`src/verilog/sscp_pkg.sv`:
```
package sscp_pkg;

   ////////////////////////////////////////////////////////////////////////
   // Clock and timing figures
   localparam int CLK_NS     = 10;
   localparam int T_PU_US    = 450;  // Supply good to first access
   localparam int T_ZZEX_US  = 450;  // Sleep exit to first access
   localparam int T_ZZL_US   = 1;    // Least sleep pin low time
   localparam int T_RC_NS    = 110;  // Random read access
   localparam int T_AAP_NS   = 25;   // Page column access
   localparam int T_COL_NS   = 10;   // Column address stable
   localparam int T_CW_NS    = 55;   // Chip select low to write end
   localparam int T_PC_NS    = 55;   // Pre-charge
   localparam int SYNC_CYC   = 2;    // Data input synchroniser depth

   // Least times rounded up to whole cycles; read and page counts add SYNC_CYC
   localparam int PU_CYC   = (T_PU_US * 1000 + CLK_NS - 1) / CLK_NS;
   localparam int ZZEX_CYC = (T_ZZEX_US * 1000 + CLK_NS - 1) / CLK_NS;
   localparam int ZZL_CYC  = (T_ZZL_US * 1000 + CLK_NS - 1) / CLK_NS;
   localparam int RD_CYC   = (T_RC_NS + CLK_NS - 1) / CLK_NS + SYNC_CYC;
   localparam int COL_CYC  = (T_COL_NS + CLK_NS - 1) / CLK_NS;
   localparam int PG_CYC   = (T_AAP_NS + CLK_NS - 1) / CLK_NS + SYNC_CYC;
   localparam int WR_CYC   = (T_CW_NS + CLK_NS - 1) / CLK_NS;
   localparam int PC_CYC   = (T_PC_NS + CLK_NS - 1) / CLK_NS;
   localparam int LINGER_CYC = 8;    // Idle cycles before page ends

   ////////////////////////////////////////////////////////////////////////
   // Widths
   localparam int ROW_W  = 16;
   localparam int COL_W  = 2;
   localparam int ADDR_W = ROW_W + COL_W;
   localparam int DATA_W = 16;
   localparam int CNT_W  = 17;

   typedef enum logic [3:0] {
      ST_POWERUP = 4'h0,
      ST_IDLE    = 4'h1,
      ST_READ    = 4'h2,
      ST_HOLD    = 4'h3,
      ST_PAGE    = 4'h4,
      ST_WRITE   = 4'h5,
      ST_WREND   = 4'h6,
      ST_PRECHG  = 4'h7,
      ST_SLEEP   = 4'h8,
      ST_WAKE    = 4'h9
   } sscp_state_t;

   typedef struct packed {
      logic              write;
      logic [ADDR_W-1:0] addr;
      logic [DATA_W-1:0] wdata;
      logic [1:0]        be;      // Bit 1 upper lane, bit 0 lower lane
   } sscp_req_t;

   typedef struct packed {
      logic              chip_sel_n;
      logic              write_en_n;
      logic              out_en_n;
      logic              upper_lane_select_n;
      logic              lower_lane_select_n;
      logic              sleep_request_n;
      logic [ROW_W-1:0]  row_address_high;
      logic [COL_W-1:0]  column_address_low;
      logic [DATA_W-1:0] dq_out;
      logic              dq_oe;
   } sscp_pins_t;

   typedef struct packed {
      sscp_state_t       state;
      logic [CNT_W-1:0]  cnt;
      sscp_pins_t        pins;
      sscp_req_t         req;
      logic              pend;
      logic              ready;
      logic              rvalid;
      logic [DATA_W-1:0] rdata;
      logic              asleep;
      logic [DATA_W-1:0] sync1;
      logic [DATA_W-1:0] sync2;
   } sscp_regs_t;

endpackage

```
`src/verilog/sscp_host.sv`:
```
// Summary of operation
// - After reset the host waits 450 us before its first access.
// - After sleep rises the host waits 450 us before any access.
// - Sleep is entered only after the pre-charge that follows the last access.
// - In page mode the column address stays stable at least 10 ns.
// - A host with no byte writes may tie both lane selects low.
module sscp_host #(
   parameter int POWERUP_CYC = sscp_pkg::PU_CYC,
   parameter int WAKE_CYC    = sscp_pkg::ZZEX_CYC
) (
   input  wire logic                        sys_clk,
   input  wire logic                        srst,
   input  wire logic                        req_valid,
   input  wire sscp_pkg::sscp_req_t         req_in,
   output logic                             req_ready,
   output logic                             rd_valid,
   output logic [sscp_pkg::DATA_W-1:0]      rd_data,
   input  wire logic                        sleep_req,
   output logic                             asleep,
   output sscp_pkg::sscp_pins_t             mem_pins,
   input  wire logic [sscp_pkg::DATA_W-1:0] dq_in
);

   sscp_pkg::sscp_regs_t r_q;
   sscp_pkg::sscp_regs_t r_d;
   logic                 accept;

   ////////////////////////////////////////////////////////////////////////
   // Start an access from a held request
   function automatic sscp_pkg::sscp_regs_t launch(
      input sscp_pkg::sscp_regs_t r,
      input sscp_pkg::sscp_req_t  q
   );
      sscp_pkg::sscp_regs_t n;
      n                              = r;
      n.req                          = q;
      n.pend                         = 1'b0;
      n.ready                        = 1'b0;
      n.pins.chip_sel_n              = 1'b0;
      n.pins.row_address_high        = q.addr[sscp_pkg::ADDR_W-1:
                                              sscp_pkg::COL_W];
      n.pins.column_address_low      = q.addr[sscp_pkg::COL_W-1:0];
      n.pins.upper_lane_select_n     = ~q.be[1];
      n.pins.lower_lane_select_n     = ~q.be[0];
      if (q.write) begin
         // Select and write enable fall together: select-timed write
         n.pins.write_en_n = 1'b0;
         n.pins.out_en_n   = 1'b1;
         n.pins.dq_out     = q.wdata;
         n.pins.dq_oe      = 1'b1;
         n.state           = sscp_pkg::ST_WRITE;
         n.cnt             = sscp_pkg::CNT_W'(sscp_pkg::WR_CYC - 1);
      end else begin
         n.pins.write_en_n = 1'b1;
         n.pins.out_en_n   = 1'b0;
         n.pins.dq_oe      = 1'b0;
         n.state           = sscp_pkg::ST_READ;
         n.cnt             = sscp_pkg::CNT_W'(sscp_pkg::RD_CYC - 1);
      end
      return n;
   endfunction

   assign accept = req_valid && r_q.ready;

   ////////////////////////////////////////////////////////////////////////
   // Next state
   always_comb begin
      r_d        = r_q;
      r_d.rvalid = 1'b0;
      r_d.sync1  = dq_in;       // First synchroniser stage
      r_d.sync2  = r_q.sync1;
      if (r_q.cnt != '0) begin
         r_d.cnt = r_q.cnt - 1'b1;
      end
      unique case (r_q.state)
         sscp_pkg::ST_POWERUP: begin
            if (r_q.cnt == '0) begin
               r_d.state = sscp_pkg::ST_IDLE;
               r_d.ready = 1'b1;
            end
         end
         sscp_pkg::ST_IDLE: begin
            if (accept) begin
               r_d = launch(r_d, req_in);
            end else if (sleep_req) begin
               // Select is already high and pre-charge done
               r_d.ready                = 1'b0;
               r_d.asleep               = 1'b1;
               r_d.pins.sleep_request_n = 1'b0;
               r_d.state                = sscp_pkg::ST_SLEEP;
               r_d.cnt = sscp_pkg::CNT_W'(sscp_pkg::ZZL_CYC - 1);
            end
         end
         sscp_pkg::ST_READ, sscp_pkg::ST_PAGE: begin
            if (r_q.cnt == '0) begin
               r_d.rdata  = r_q.sync2;
               r_d.rvalid = 1'b1;
               r_d.ready  = 1'b1;
               r_d.state  = sscp_pkg::ST_HOLD;
               r_d.cnt    = sscp_pkg::CNT_W'(sscp_pkg::LINGER_CYC - 1);
            end
         end
         sscp_pkg::ST_HOLD: begin
            if (accept && !req_in.write &&
                req_in.addr[sscp_pkg::ADDR_W-1:sscp_pkg::COL_W] ==
                r_q.pins.row_address_high) begin
               // Same row: column and lane selects change only, select stays low
               r_d.req                       = req_in;
               r_d.ready                     = 1'b0;
               r_d.pins.column_address_low   =
                  req_in.addr[sscp_pkg::COL_W-1:0];
               r_d.pins.upper_lane_select_n  = ~req_in.be[1];
               r_d.pins.lower_lane_select_n  = ~req_in.be[0];
               r_d.state                     = sscp_pkg::ST_PAGE;
               r_d.cnt = sscp_pkg::CNT_W'(sscp_pkg::PG_CYC - 1);
            end else if (accept || sleep_req || r_q.cnt == '0) begin
               // New row, write, sleep or linger end: pre-charge, then a full cycle if a request was taken
               r_d.req             = req_in;
               r_d.pend            = accept;
               r_d.ready           = 1'b0;
               r_d.pins.chip_sel_n = 1'b1;
               r_d.pins.out_en_n   = 1'b1;
               r_d.state           = sscp_pkg::ST_PRECHG;
               r_d.cnt = sscp_pkg::CNT_W'(sscp_pkg::PC_CYC - 1);
            end
         end
         sscp_pkg::ST_WRITE: begin
            if (r_q.cnt == '0) begin
               // Both edges rise together, data still driven
               r_d.pins.chip_sel_n = 1'b1;
               r_d.pins.write_en_n = 1'b1;
               r_d.state           = sscp_pkg::ST_WREND;
            end
         end
         sscp_pkg::ST_WREND: begin
            r_d.pins.dq_oe = 1'b0;
            r_d.state      = sscp_pkg::ST_PRECHG;
            r_d.cnt = sscp_pkg::CNT_W'(sscp_pkg::PC_CYC - 2);
         end
         sscp_pkg::ST_PRECHG: begin
            if (r_q.cnt == '0) begin
               if (r_q.pend) begin
                  r_d = launch(r_d, r_q.req);
               end else begin
                  r_d.state = sscp_pkg::ST_IDLE;
                  r_d.ready = 1'b1;
               end
            end
         end
         sscp_pkg::ST_SLEEP: begin
            if (r_q.cnt == '0 && !sleep_req) begin
               r_d.pins.sleep_request_n = 1'b1;
               r_d.state                = sscp_pkg::ST_WAKE;
               r_d.cnt = sscp_pkg::CNT_W'(WAKE_CYC - 1);
            end
         end
         sscp_pkg::ST_WAKE: begin
            if (r_q.cnt == '0) begin
               r_d.asleep = 1'b0;
               r_d.ready  = 1'b1;
               r_d.state  = sscp_pkg::ST_IDLE;
            end
         end
         default: begin
            r_d.state = sscp_pkg::ST_IDLE;
         end
      endcase
   end

   ////////////////////////////////////////////////////////////////////////
   // State register
   always_ff @(posedge sys_clk) begin
      if (srst) begin
         r_q                          <= '0;
         r_q.state                    <= sscp_pkg::ST_POWERUP;
         r_q.cnt <= sscp_pkg::CNT_W'(POWERUP_CYC - 1);
         r_q.pins.chip_sel_n          <= 1'b1;
         r_q.pins.write_en_n          <= 1'b1;
         r_q.pins.out_en_n            <= 1'b1;
         r_q.pins.upper_lane_select_n <= 1'b1;
         r_q.pins.lower_lane_select_n <= 1'b1;
         r_q.pins.sleep_request_n     <= 1'b1;
      end else begin
         r_q <= r_d;
      end
   end

   assign req_ready = r_q.ready;
   assign rd_valid  = r_q.rvalid;
   assign rd_data   = r_q.rdata;
   assign asleep    = r_q.asleep;
   assign mem_pins  = r_q.pins;

   ////////////////////////////////////////////////////////////////////////
   // Helper counters for checks
   int since_rst_q;
   int since_wake_q;
   always_ff @(posedge sys_clk) begin
      if (srst) begin
         since_rst_q  <= 0;
         since_wake_q <= WAKE_CYC;  // No wake owed after reset
      end else begin
         if (since_rst_q < POWERUP_CYC) begin
            since_rst_q <= since_rst_q + 1;
         end
         if (!r_q.pins.sleep_request_n) begin
            since_wake_q <= 0;
         end else if (since_wake_q < WAKE_CYC) begin
            since_wake_q <= since_wake_q + 1;
         end
      end
   end
endmodule

```
`config.mk`:
```
export PLATFORM = sky130hd
export DESIGN_NAME = sscp_host
export DESIGN_NICKNAME = d
export VERILOG_FILES = /design/src/verilog/sscp_pkg.sv /design/src/verilog/sscp_host.sv
export SDC_FILE = /design/constraint.sdc
export NUM_CORES = 1
export LEC_CHECK = 0
export BUFFER_PORTS_ARGS = -buffer_cell sky130_fd_sc_hd__buf_2
export CORE_ASPECT_RATIO = 0.75
export CORE_UTILIZATION = 50
export CTS_BUF_LIST = sky130_fd_sc_hd__clkbuf_4
export DETAILED_ROUTE_END_ITERATION = 12
export PLACE_DENSITY = 0.82
export SLEW_MARGIN = 25
export SYNTH_ARGS = -nofsm -noshare
export SYNTH_HDL_FRONTEND = slang
export SYNTH_SLANG_ARGS = --single-unit
export TNS_END_PERCENT = 10
```
`constraint.sdc`:
```
create_clock -name sys_clk -period 3 [get_ports sys_clk]
set_input_delay 0.6 -clock sys_clk [delete_from_list [all_inputs] [get_ports sys_clk]]
set_output_delay 0.6 -clock sys_clk [all_outputs]
set_load 0.02 [all_outputs]
```
# Word-level counts from Yosys, hierarchy flattened
# Cells that the tools add are included.
dict set report totals {
  elab_cells 149
  inputBits 57
  ff_bits 151
  out_inout_bits 60
}
dict set report classes {
  reduce_logical 36
  n_addsub 1
  bitwise_logic 5
  muxes 57
  eq_ne 27
}
# operator count
set op_table {}
lappend op_table {{$mux 151} 1}
lappend op_table {{$pmux 38 s3} 1}
lappend op_table {{$mux 21} 5}
lappend op_table {{$pmux 17 s6} 1}
lappend op_table {{$mux 96} 1}
lappend op_table {{$mux 73} 1}
lappend op_table {{$pmux 16 s2} 2}
lappend op_table {{$mux 20} 2}
lappend op_table {{$mux 39} 1}
lappend op_table {{$mux 37} 1}
lappend op_table {{$pmux 17 s2} 1}
lappend op_table {{$mux 16} 2}
lappend op_table {{$mux 32} 1}
lappend op_table {{$pmux 4 s8} 1}
lappend op_table {{$ne 2x2->1 const B} 14}
lappend op_table {{$reduce_and 5->1} 5}
lappend op_table {{$mux 22} 1}
lappend op_table {{$mux 18} 1}
lappend op_table {{$reduce_and 6->1} 3}
lappend op_table {{$logic_not 17->1} 1}
lappend op_table {{$mux 17} 1}
lappend op_table {{$reduce_bool 17->1} 1}
lappend op_table {{$sub 17x1->17 const B} 1}
lappend op_table {{$eq 16x16->1} 1}
lappend op_table {{other kinds (29)} 76}

# Logic depth before layout (Yosys ltp)
# Gate-level depths: netlist of the first run.
dict set report logic_depth {
  depth_word 6
  depth_mapped 12
  depth_no_buf 11
}

# Least setup slack after synthesis of the first run
# Ideal clock, no wire load.
dict set report synth_path {
  kind {register -> register}
  from {register r_q[139] (netlist name)}
  to {register r_q[130] (netlist name)}
  path_buffers 2
  arrival_ps 2235
  path_stages_with_launch 12
  path_slack_ps 631
  cell_sequence {dfxtp_1 nor4_1 nand2b_1 buf_2 nor2_1 inv_1 clkbuf_1 ha_1 a21oi_1 nor2_1 nor4b_1 o211ai_1}
}
dict set report synth_between {
  elab_chain_cells 5
}
# item line
set synth_rtl {}
lappend synth_rtl {{start: declaration} sscp_host.sv:24} ;# sscp_pkg::sscp_regs_t r_q;
lappend synth_rtl {{start signal: assignment} sscp_host.sv:184} ;# r_q <= r_d;
lappend synth_rtl {{$reduce_bool 17->1 or $logic_not 17->1 (tied branches)} -}
lappend synth_rtl {{$mux 17 or $logic_or 1x1->1 (tied branches)} {sscp_host.sv:72, sscp_host.sv:116}}
lappend synth_rtl {{$mux 96 (tied with other cells)} sscp_host.sv:142} ;# if (r_q.pend) begin
lappend synth_rtl {{$mux 151 (tied with other cells)} sscp_host.sv:141} ;# if (r_q.cnt == '0) begin
lappend synth_rtl {{$pmux 17 s6 *} sscp_host.sv:75} ;# unique case (r_q.state)
# Every way passes the cells marked *; elsewhere a longest branch is shown, timed or not. The select of a mux whose other input is x is not followed.
# A chain may end at the register's enable or synchronous reset.

# Worst setup path after layout of the first run
dict set report layout_path {
  from {register r_q[147] (netlist name)}
  to {register r_q, in the netlist mem_pins[31]}
}
dict set report layout_between {
  elab_chain_cells 3
}
# item line
set layout_rtl {}
lappend layout_rtl {{$eq 4x1->1 or $eq 4x3->1 (tied branches)} sscp_host.sv:75}
lappend layout_rtl {{$ne 2x2->1 (no source line) or $reduce_bool 2->1 (tied branches)} -}
lappend layout_rtl {{$reduce_and 4->1 (no source line)} -}
# Parallel ways exist; a longest one is shown, timed or not.

==> results of run 1 <==
==> cell families after synthesis <==
logic type / after synthesis / synth area share [%]
flops: 151 / 42.1
compound gates: 261 / 23.7
buf+inv: 131 / 10.5
mux: 4 / 0.592
fa+ha+maj: 2 / 0.348
simple gates: 262 / 19.2
xor+xnor: 29 / 3.54
==> worst min-delay path by stage <==
stage	depth (start not counted)	slack, ps	to
2_1_floorplan	1	410	r_q[0]$_SDFF_PP0_
3_3_place_gp	1	420	r_q[1]$_SDFF_PP0_
3_5_place_dp	1	420	r_q[11]$_SDFF_PP0_
4_1_cts	2	200	r_q[28]$_SDFF_PP0_
5_1_grt	2	220	r_q[31]$_SDFF_PP0_
6_report	2	240	r_q[31]$_SDFF_PP0_
==> worst register-to-register path, delay by kind of cell, from the launching register on <==
family | cells | cell delay (ps)
compound gates | 2 | 130
buf+inv | 1 | 280
flops | 1 | 690
simple gates | 3 | 1410
==> power groups by stage <==
stage / clock network [mW] / logic [mW] / registers [mW]
2_1_floorplan: 0 / 0.422 / 2.18
3_3_place_gp: 0 / 0.535 / 2.19
3_5_place_dp: 0 / 0.541 / 2.20
4_1_cts: 1.60 / 0.545 / 2.15
5_1_grt: 1.68 / 0.599 / 2.17
6_report: 1.57 / 0.550 / 2.15
==> routing by layer <==
layer  track usage, %  up-vias  part of all wire (%)
li1                 -     3044                     -
met1             35.8     2958                    44
met2             36.2      343                    43
met3             6.82       28                    11
met4             8.16        2                   1.6
met5                0        -                 0.049
==> final cells by class <==
| class | instances | area (um2) | area share, % |
|---|---|---|---|
| Multi-Input combinational cell | 558 | 3410 | 43.4 |
| Sequential cell | 151 | 3020 | 38.5 |
| Timing Repair Buffer | 146 | 808 | 10.3 |
| Tap cell | 175 | 219 | 2.79 |
| Clock inverter | 12 | 213 | 2.71 |
| Clock buffer | 20 | 150 | 1.91 |
| Inverter | 8 | 30.0 | 0.382 |
==> Yosys cell counts, drive strengths merged (2+ instances only) <==
cell type / number
dfxtp: 151
buf: 80
a21oi: 77
nor2: 68
o21ai: 67
nand2: 52
clkbuf: 43
a211oi: 37
nor2b: 37
a22oi: 36
nand4: 36
nor3: 19
xor2: 15
xnor2: 14
nand3: 11
inv: 8
nor4: 7
and3: 6
nand2b: 6
o22ai: 5
o31ai: 5
a21o: 4
a31oi: 4
a221oi: 3
nand3b: 3
o211ai: 3
o21a: 3
o22a: 3
or3: 3
and2: 2
ha: 2
mux2: 2
mux2i: 2
nor3b: 2
nor4b: 2
o311ai: 2
o41ai: 2
or4: 2
==> registers in the layout (all words and copies together) (netlist names) <==
name       cells
asleep         1
rd_data       16
req_ready      1
mem_pins      41
r_q           91
rd_valid       1
==> results.yml, run 1 <==
status:
  status: "complete, no violations"
logic_synthesis:
  ys_seq_area_share_pct: 42.1
  synth_cells: 840
  avgSynthCellArea_um2: 8.55
  synth_area_leaders: "dfxtp_1, buf_4, a21oi_1, o21ai_0, a22oi_1"
  ys_warn_count: 0
  synth_cell_types: 68
  netlist_area_um2: 7180
  yosysTopAreaCellShare_pct: 42.1
  syn-num-nets: 899
  synth_top_flop_cell: "dfxtp_1"
  synth-seq-cells: 151
  async_reset_ff_share_pct: 0
  yosysTopAreaCell: "dfxtp_1"
  synth-edff-count: 0
sta:
  hold_slack_ps: 241
  fmaxAchievable_mhz: 379
  finalCritPeriodShare_pct: 87.9
  rsz0062_at_grt: "false"
  layout_min_cycle_time_ps: 2640
  worstMarginPinSlew_ps: 844
  drv_slew: 0
  finalSetupTns_ps: 0
  hold_viol_final: 0
  fin_ws_ps: 364
  fin_skew_ps: 19.4
  setup_viol: 0
  relSlewSlack_pct: 43.3
cts:
  ctsHoldBuffers: 0
  insertion_delay_ps: 560
  cts-root-buf: "clkbuf_4"
  numCtsBuffers: 17
  path_clk_slew_ps: 130
  cts_tree: "done"
  post_cts_buffers: 0
  cts.sinks: 151
  h-tree-depth: 4
  post_cts_resized: 0
  cts.path.max_buffers: 2
global_route:
  grt_usage_pct: 25.1
  grt_antenna_before_repair: 2
  grt_pass1_vias: 5758
  grt-ovfl-total: 0
  grt_pass1_wl_mm: 29.7
  grt_max_degree: 69
placement:
  dp_cells: 1038
  io_buffer_count: 116
  place.gp.congestion: 0.958
  dp_slack_ps: 450
  dp_hpwl_mm: 12.1
  dpl-instance-area_um2: 7490
drt:
  ant_nets: 0
  drt_first_pass_iters: 6
  drtIter0Drc: 790
  wl_per_cell_um: 17.1
  post_drt_via_cell_ratio: 5.96
  vias: 6375
  drt-total-wl_mm: 18.3
  route.detailed.drc: 0
floorplanning:
  fp-row-count: 37
  die_y_um: 106
  ios: 117
  initial_core_util_pct: 51.9
  die_area_um2: 14800
  die_w_um: 140
  core_area_um2: 13800
setup_path:
  cp.buffers_inverters: 1
  path_class: "register to register"
  slowest_stage: "dfxtp_1"
  reg2regPathDepth: 6
  slowest_delay_ps: 690
  path_max_fanout: 33
  worstSetupEndpointType: "register"
  path_depth: 6
  crit_required_ps: 3430
  path_cells: "or4b_1 > nor2_1 > a211oi_4 > buf_4 > nor2_1 > a211oi_2"
  r2r_setup_slack_ps: 360
  cp-start-kind: "register"
  crit_arrival_ps: 3060
  r2r_end: "mem_pins[31]$_SDFFE_PP0P_"
  cp-startpoint: "r_q[147]$_SDFFE_PP0P_"
  cp-endpoint: "mem_pins[31]$_SDFFE_PP0P_"
  crit_top_cell: "nor2_1"
  crit_family: "simple AND/OR/NAND/NOR gates"
  reg2reg_from: "r_q[147]$_SDFFE_PP0P_"
final_layout:
  final_common_cell: "dfxtp_1"
  final_net_count: 941
  drive_gt1_share_pct: 22.9
  nFillCells: 1237
  antenna_cells: 0
  final_cell_area_um2: 7850
  final_core_util_pct: 56.7
  stdcell_count: 1070
  most-common-layout-cells: "dfxtp_1, buf_2, a21oi_1"
  syn_to_final_growth_pct: 9.36
power_and_ir_drop:
  power.total_mw: 4.27
  p_sw_mw: 1.19
  ir_drop_v: 0.000262
  p_comb_share_pct: 12.9
  intPower_mw: 3.09
  pwr-share-seq_pct: 50.4
  p_sw_share_pct: 27.8
  power.density_nw_per_um2: 544
  pwr-share-clk_pct: 36.7
  p_leak_nw: 2.97
worst_hold_path:
  hp-class: "input pin to register"
  min_from: "dq_in[15]"
job:
  maxCapViolCount: 0
Power figures use the tool's default switching activity.
==> run 2: changes to the inputs <==
- clock period: 3 -> 2.52 ns (I/O delays scaled with it)
==> results.yml, run 2 (synthesized netlist as in run 1, its figures left out) <==
placement:
  io_buffer_count: 116
  place.gp.congestion: 1.03
  dp_hpwl_mm: 12.6
cts:
  cts-root-buf: "clkbuf_4"
  cts_tree: "done"
  h-tree-depth: 4
  cts.path.max_buffers: 2
  cts.sinks: 151
  path_clk_slew_ps: 130
  post_cts_resized: 0
  post_cts_buffers: 0
  numCtsBuffers: 17
  ctsHoldBuffers: 0
  insertion_delay_ps: 550
setup_path:
  path_cells: "or4b_1 > nor2_1 > a21oi_1 > a21oi_2 > buf_12 > nor2_1 > a211oi_1"
  crit_required_ps: 2990
  path_class: "register to register"
  path_max_fanout: 24
  cp-start-kind: "register"
  cp.buffers_inverters: 1
  worstSetupEndpointType: "register"
  slowest_delay_ps: 720
  crit_top_cell: "nor2_1"
  slowest_stage: "or4b_1"
  crit_arrival_ps: 2770
  crit_family: "simple AND/OR/NAND/NOR gates"
drt:
  ant_nets: 0
  wl_met2_mm: 7.82
  wl_per_cell_um: 17.0
  m1WireLength_mm: 8.24
  post_drt_via_cell_ratio: 5.89
  vias: 6389
  route.detailed.drc: 0
  drt-total-wl_mm: 18.4
  drtIter0Drc: 757
  top_layer: "met5"
  drt_first_pass_iters: 6
  wl_met3_mm: 2.03
final_layout:
  final_net_count: 955
  final_core_util_pct: 57.4
  most-common-layout-cells: "dfxtp_1, buf_2, a21oi_1"
  largest_reg_flops: 91
  top_register: "r_q"
  drive_gt1_share_pct: 23.8
  final_common_cell: "dfxtp_1"
  syn_to_final_growth_pct: 10.7
status:
  status: "complete, no violations"
power_and_ir_drop:
  ir_drop_v: 0.000301
  p_leak_nw: 3.02
  power.density_nw_per_um2: 599
floorplanning:
  fp-row-count: 37
  die_area_um2: 14800
  ios: 117
  initial_core_util_pct: 51.9
  die_y_um: 106
  core_area_um2: 13800
  die_w_um: 140
sta:
  drv_slew: 0
  worstMarginPinSlew_ps: 641
  finalCritPeriodShare_pct: 91.4
  hold_slack_ps: 160
  finalSetupTns_ps: 0
  hold_viol_final: 0
  relSlewSlack_pct: 57.3
  rsz0062_at_grt: "false"
  layout_min_cycle_time_ps: 2300
  fin_skew_ps: 16.8
  setup_viol: 0
  fmaxAchievable_mhz: 434
job:
  maxCapViolCount: 0
global_route:
  grt_pass1_vias: 5755
  grt_antenna_before_repair: 2
  grt-ovfl-total: 0
  grt_pass1_wl_mm: 29.3
  grt_usage_pct: 25.0
  grt_max_degree: 98
worst_hold_path:
  hp-class: "input pin to register"
==> run 2: cell types whose count changed in the layout (fill, tap and decap cells not counted), sizes merged <==
cell    change
buf        +14
clkinv      +7
bufinv      -3
clkbuf      -2
inv         -2
diode       +1
==> run 2: where the power goes <==
part / switching [mW] / internal [mW] / total, mW
clock network: 0.905 / 0.609 / 1.51
logic: 0.419 / 0.271 / 0.691
registers: 0.0754 / 2.48 / 2.56
total: 1.40 / 3.36 / 4.76
==> run 2: final timing paths <==
| kind | from | to | slack (ps) | depth (start not counted) |
|---|---|---|---|---|
| setup / recovery | r_q[148]$_SDFFE_PP0P_ | mem_pins[15]$_SDFFE_PP0P_ | 220 | 7 |
| hold / removal | dq_in[8] | r_q[24]$_SDFF_PP0_ | 160 | 2 |
| setup reg to reg | r_q[148]$_SDFFE_PP0P_ | mem_pins[15]$_SDFFE_PP0P_ | 220 | 7 |
| hold reg to reg | r_q[4]$_SDFF_PP0_ | rd_data[4]$_SDFFE_PP0P_ | 430 | 2 |
==> run 2: through the flow <==
stage	cell area [um2]	setup slack, ps	power [mW]	std cells
after floorplan	7180	151	3.10	840
after global placement	7660	241	3.27	1052
after detailed placement	7660	249	3.29	1052
after CTS	7940	283	4.79	1084
after global routing	7940	62.8	4.98	1084
final	7950	218	4.76	1085
==> run 2: final cells by class <==
cell class	instances	area (um2)
inverters	8	30.0
fillers	1211	5900
clock inverters	14	151
well taps	175	219
flip-flops and latches	151	3020
diodes	1	2.50
multi-input cells	558	3410
repair buffers	160	976
clock buffers	18	135
==> run 2: routing by layer <==
metal / vias to the layer above / GRT usage (%)
li1: 3081 / -
met1: 2933 / 34.2
met2: 332 / 36.7
met3: 41 / 8.45
met4: 2 / 8.24
met5: - / 0
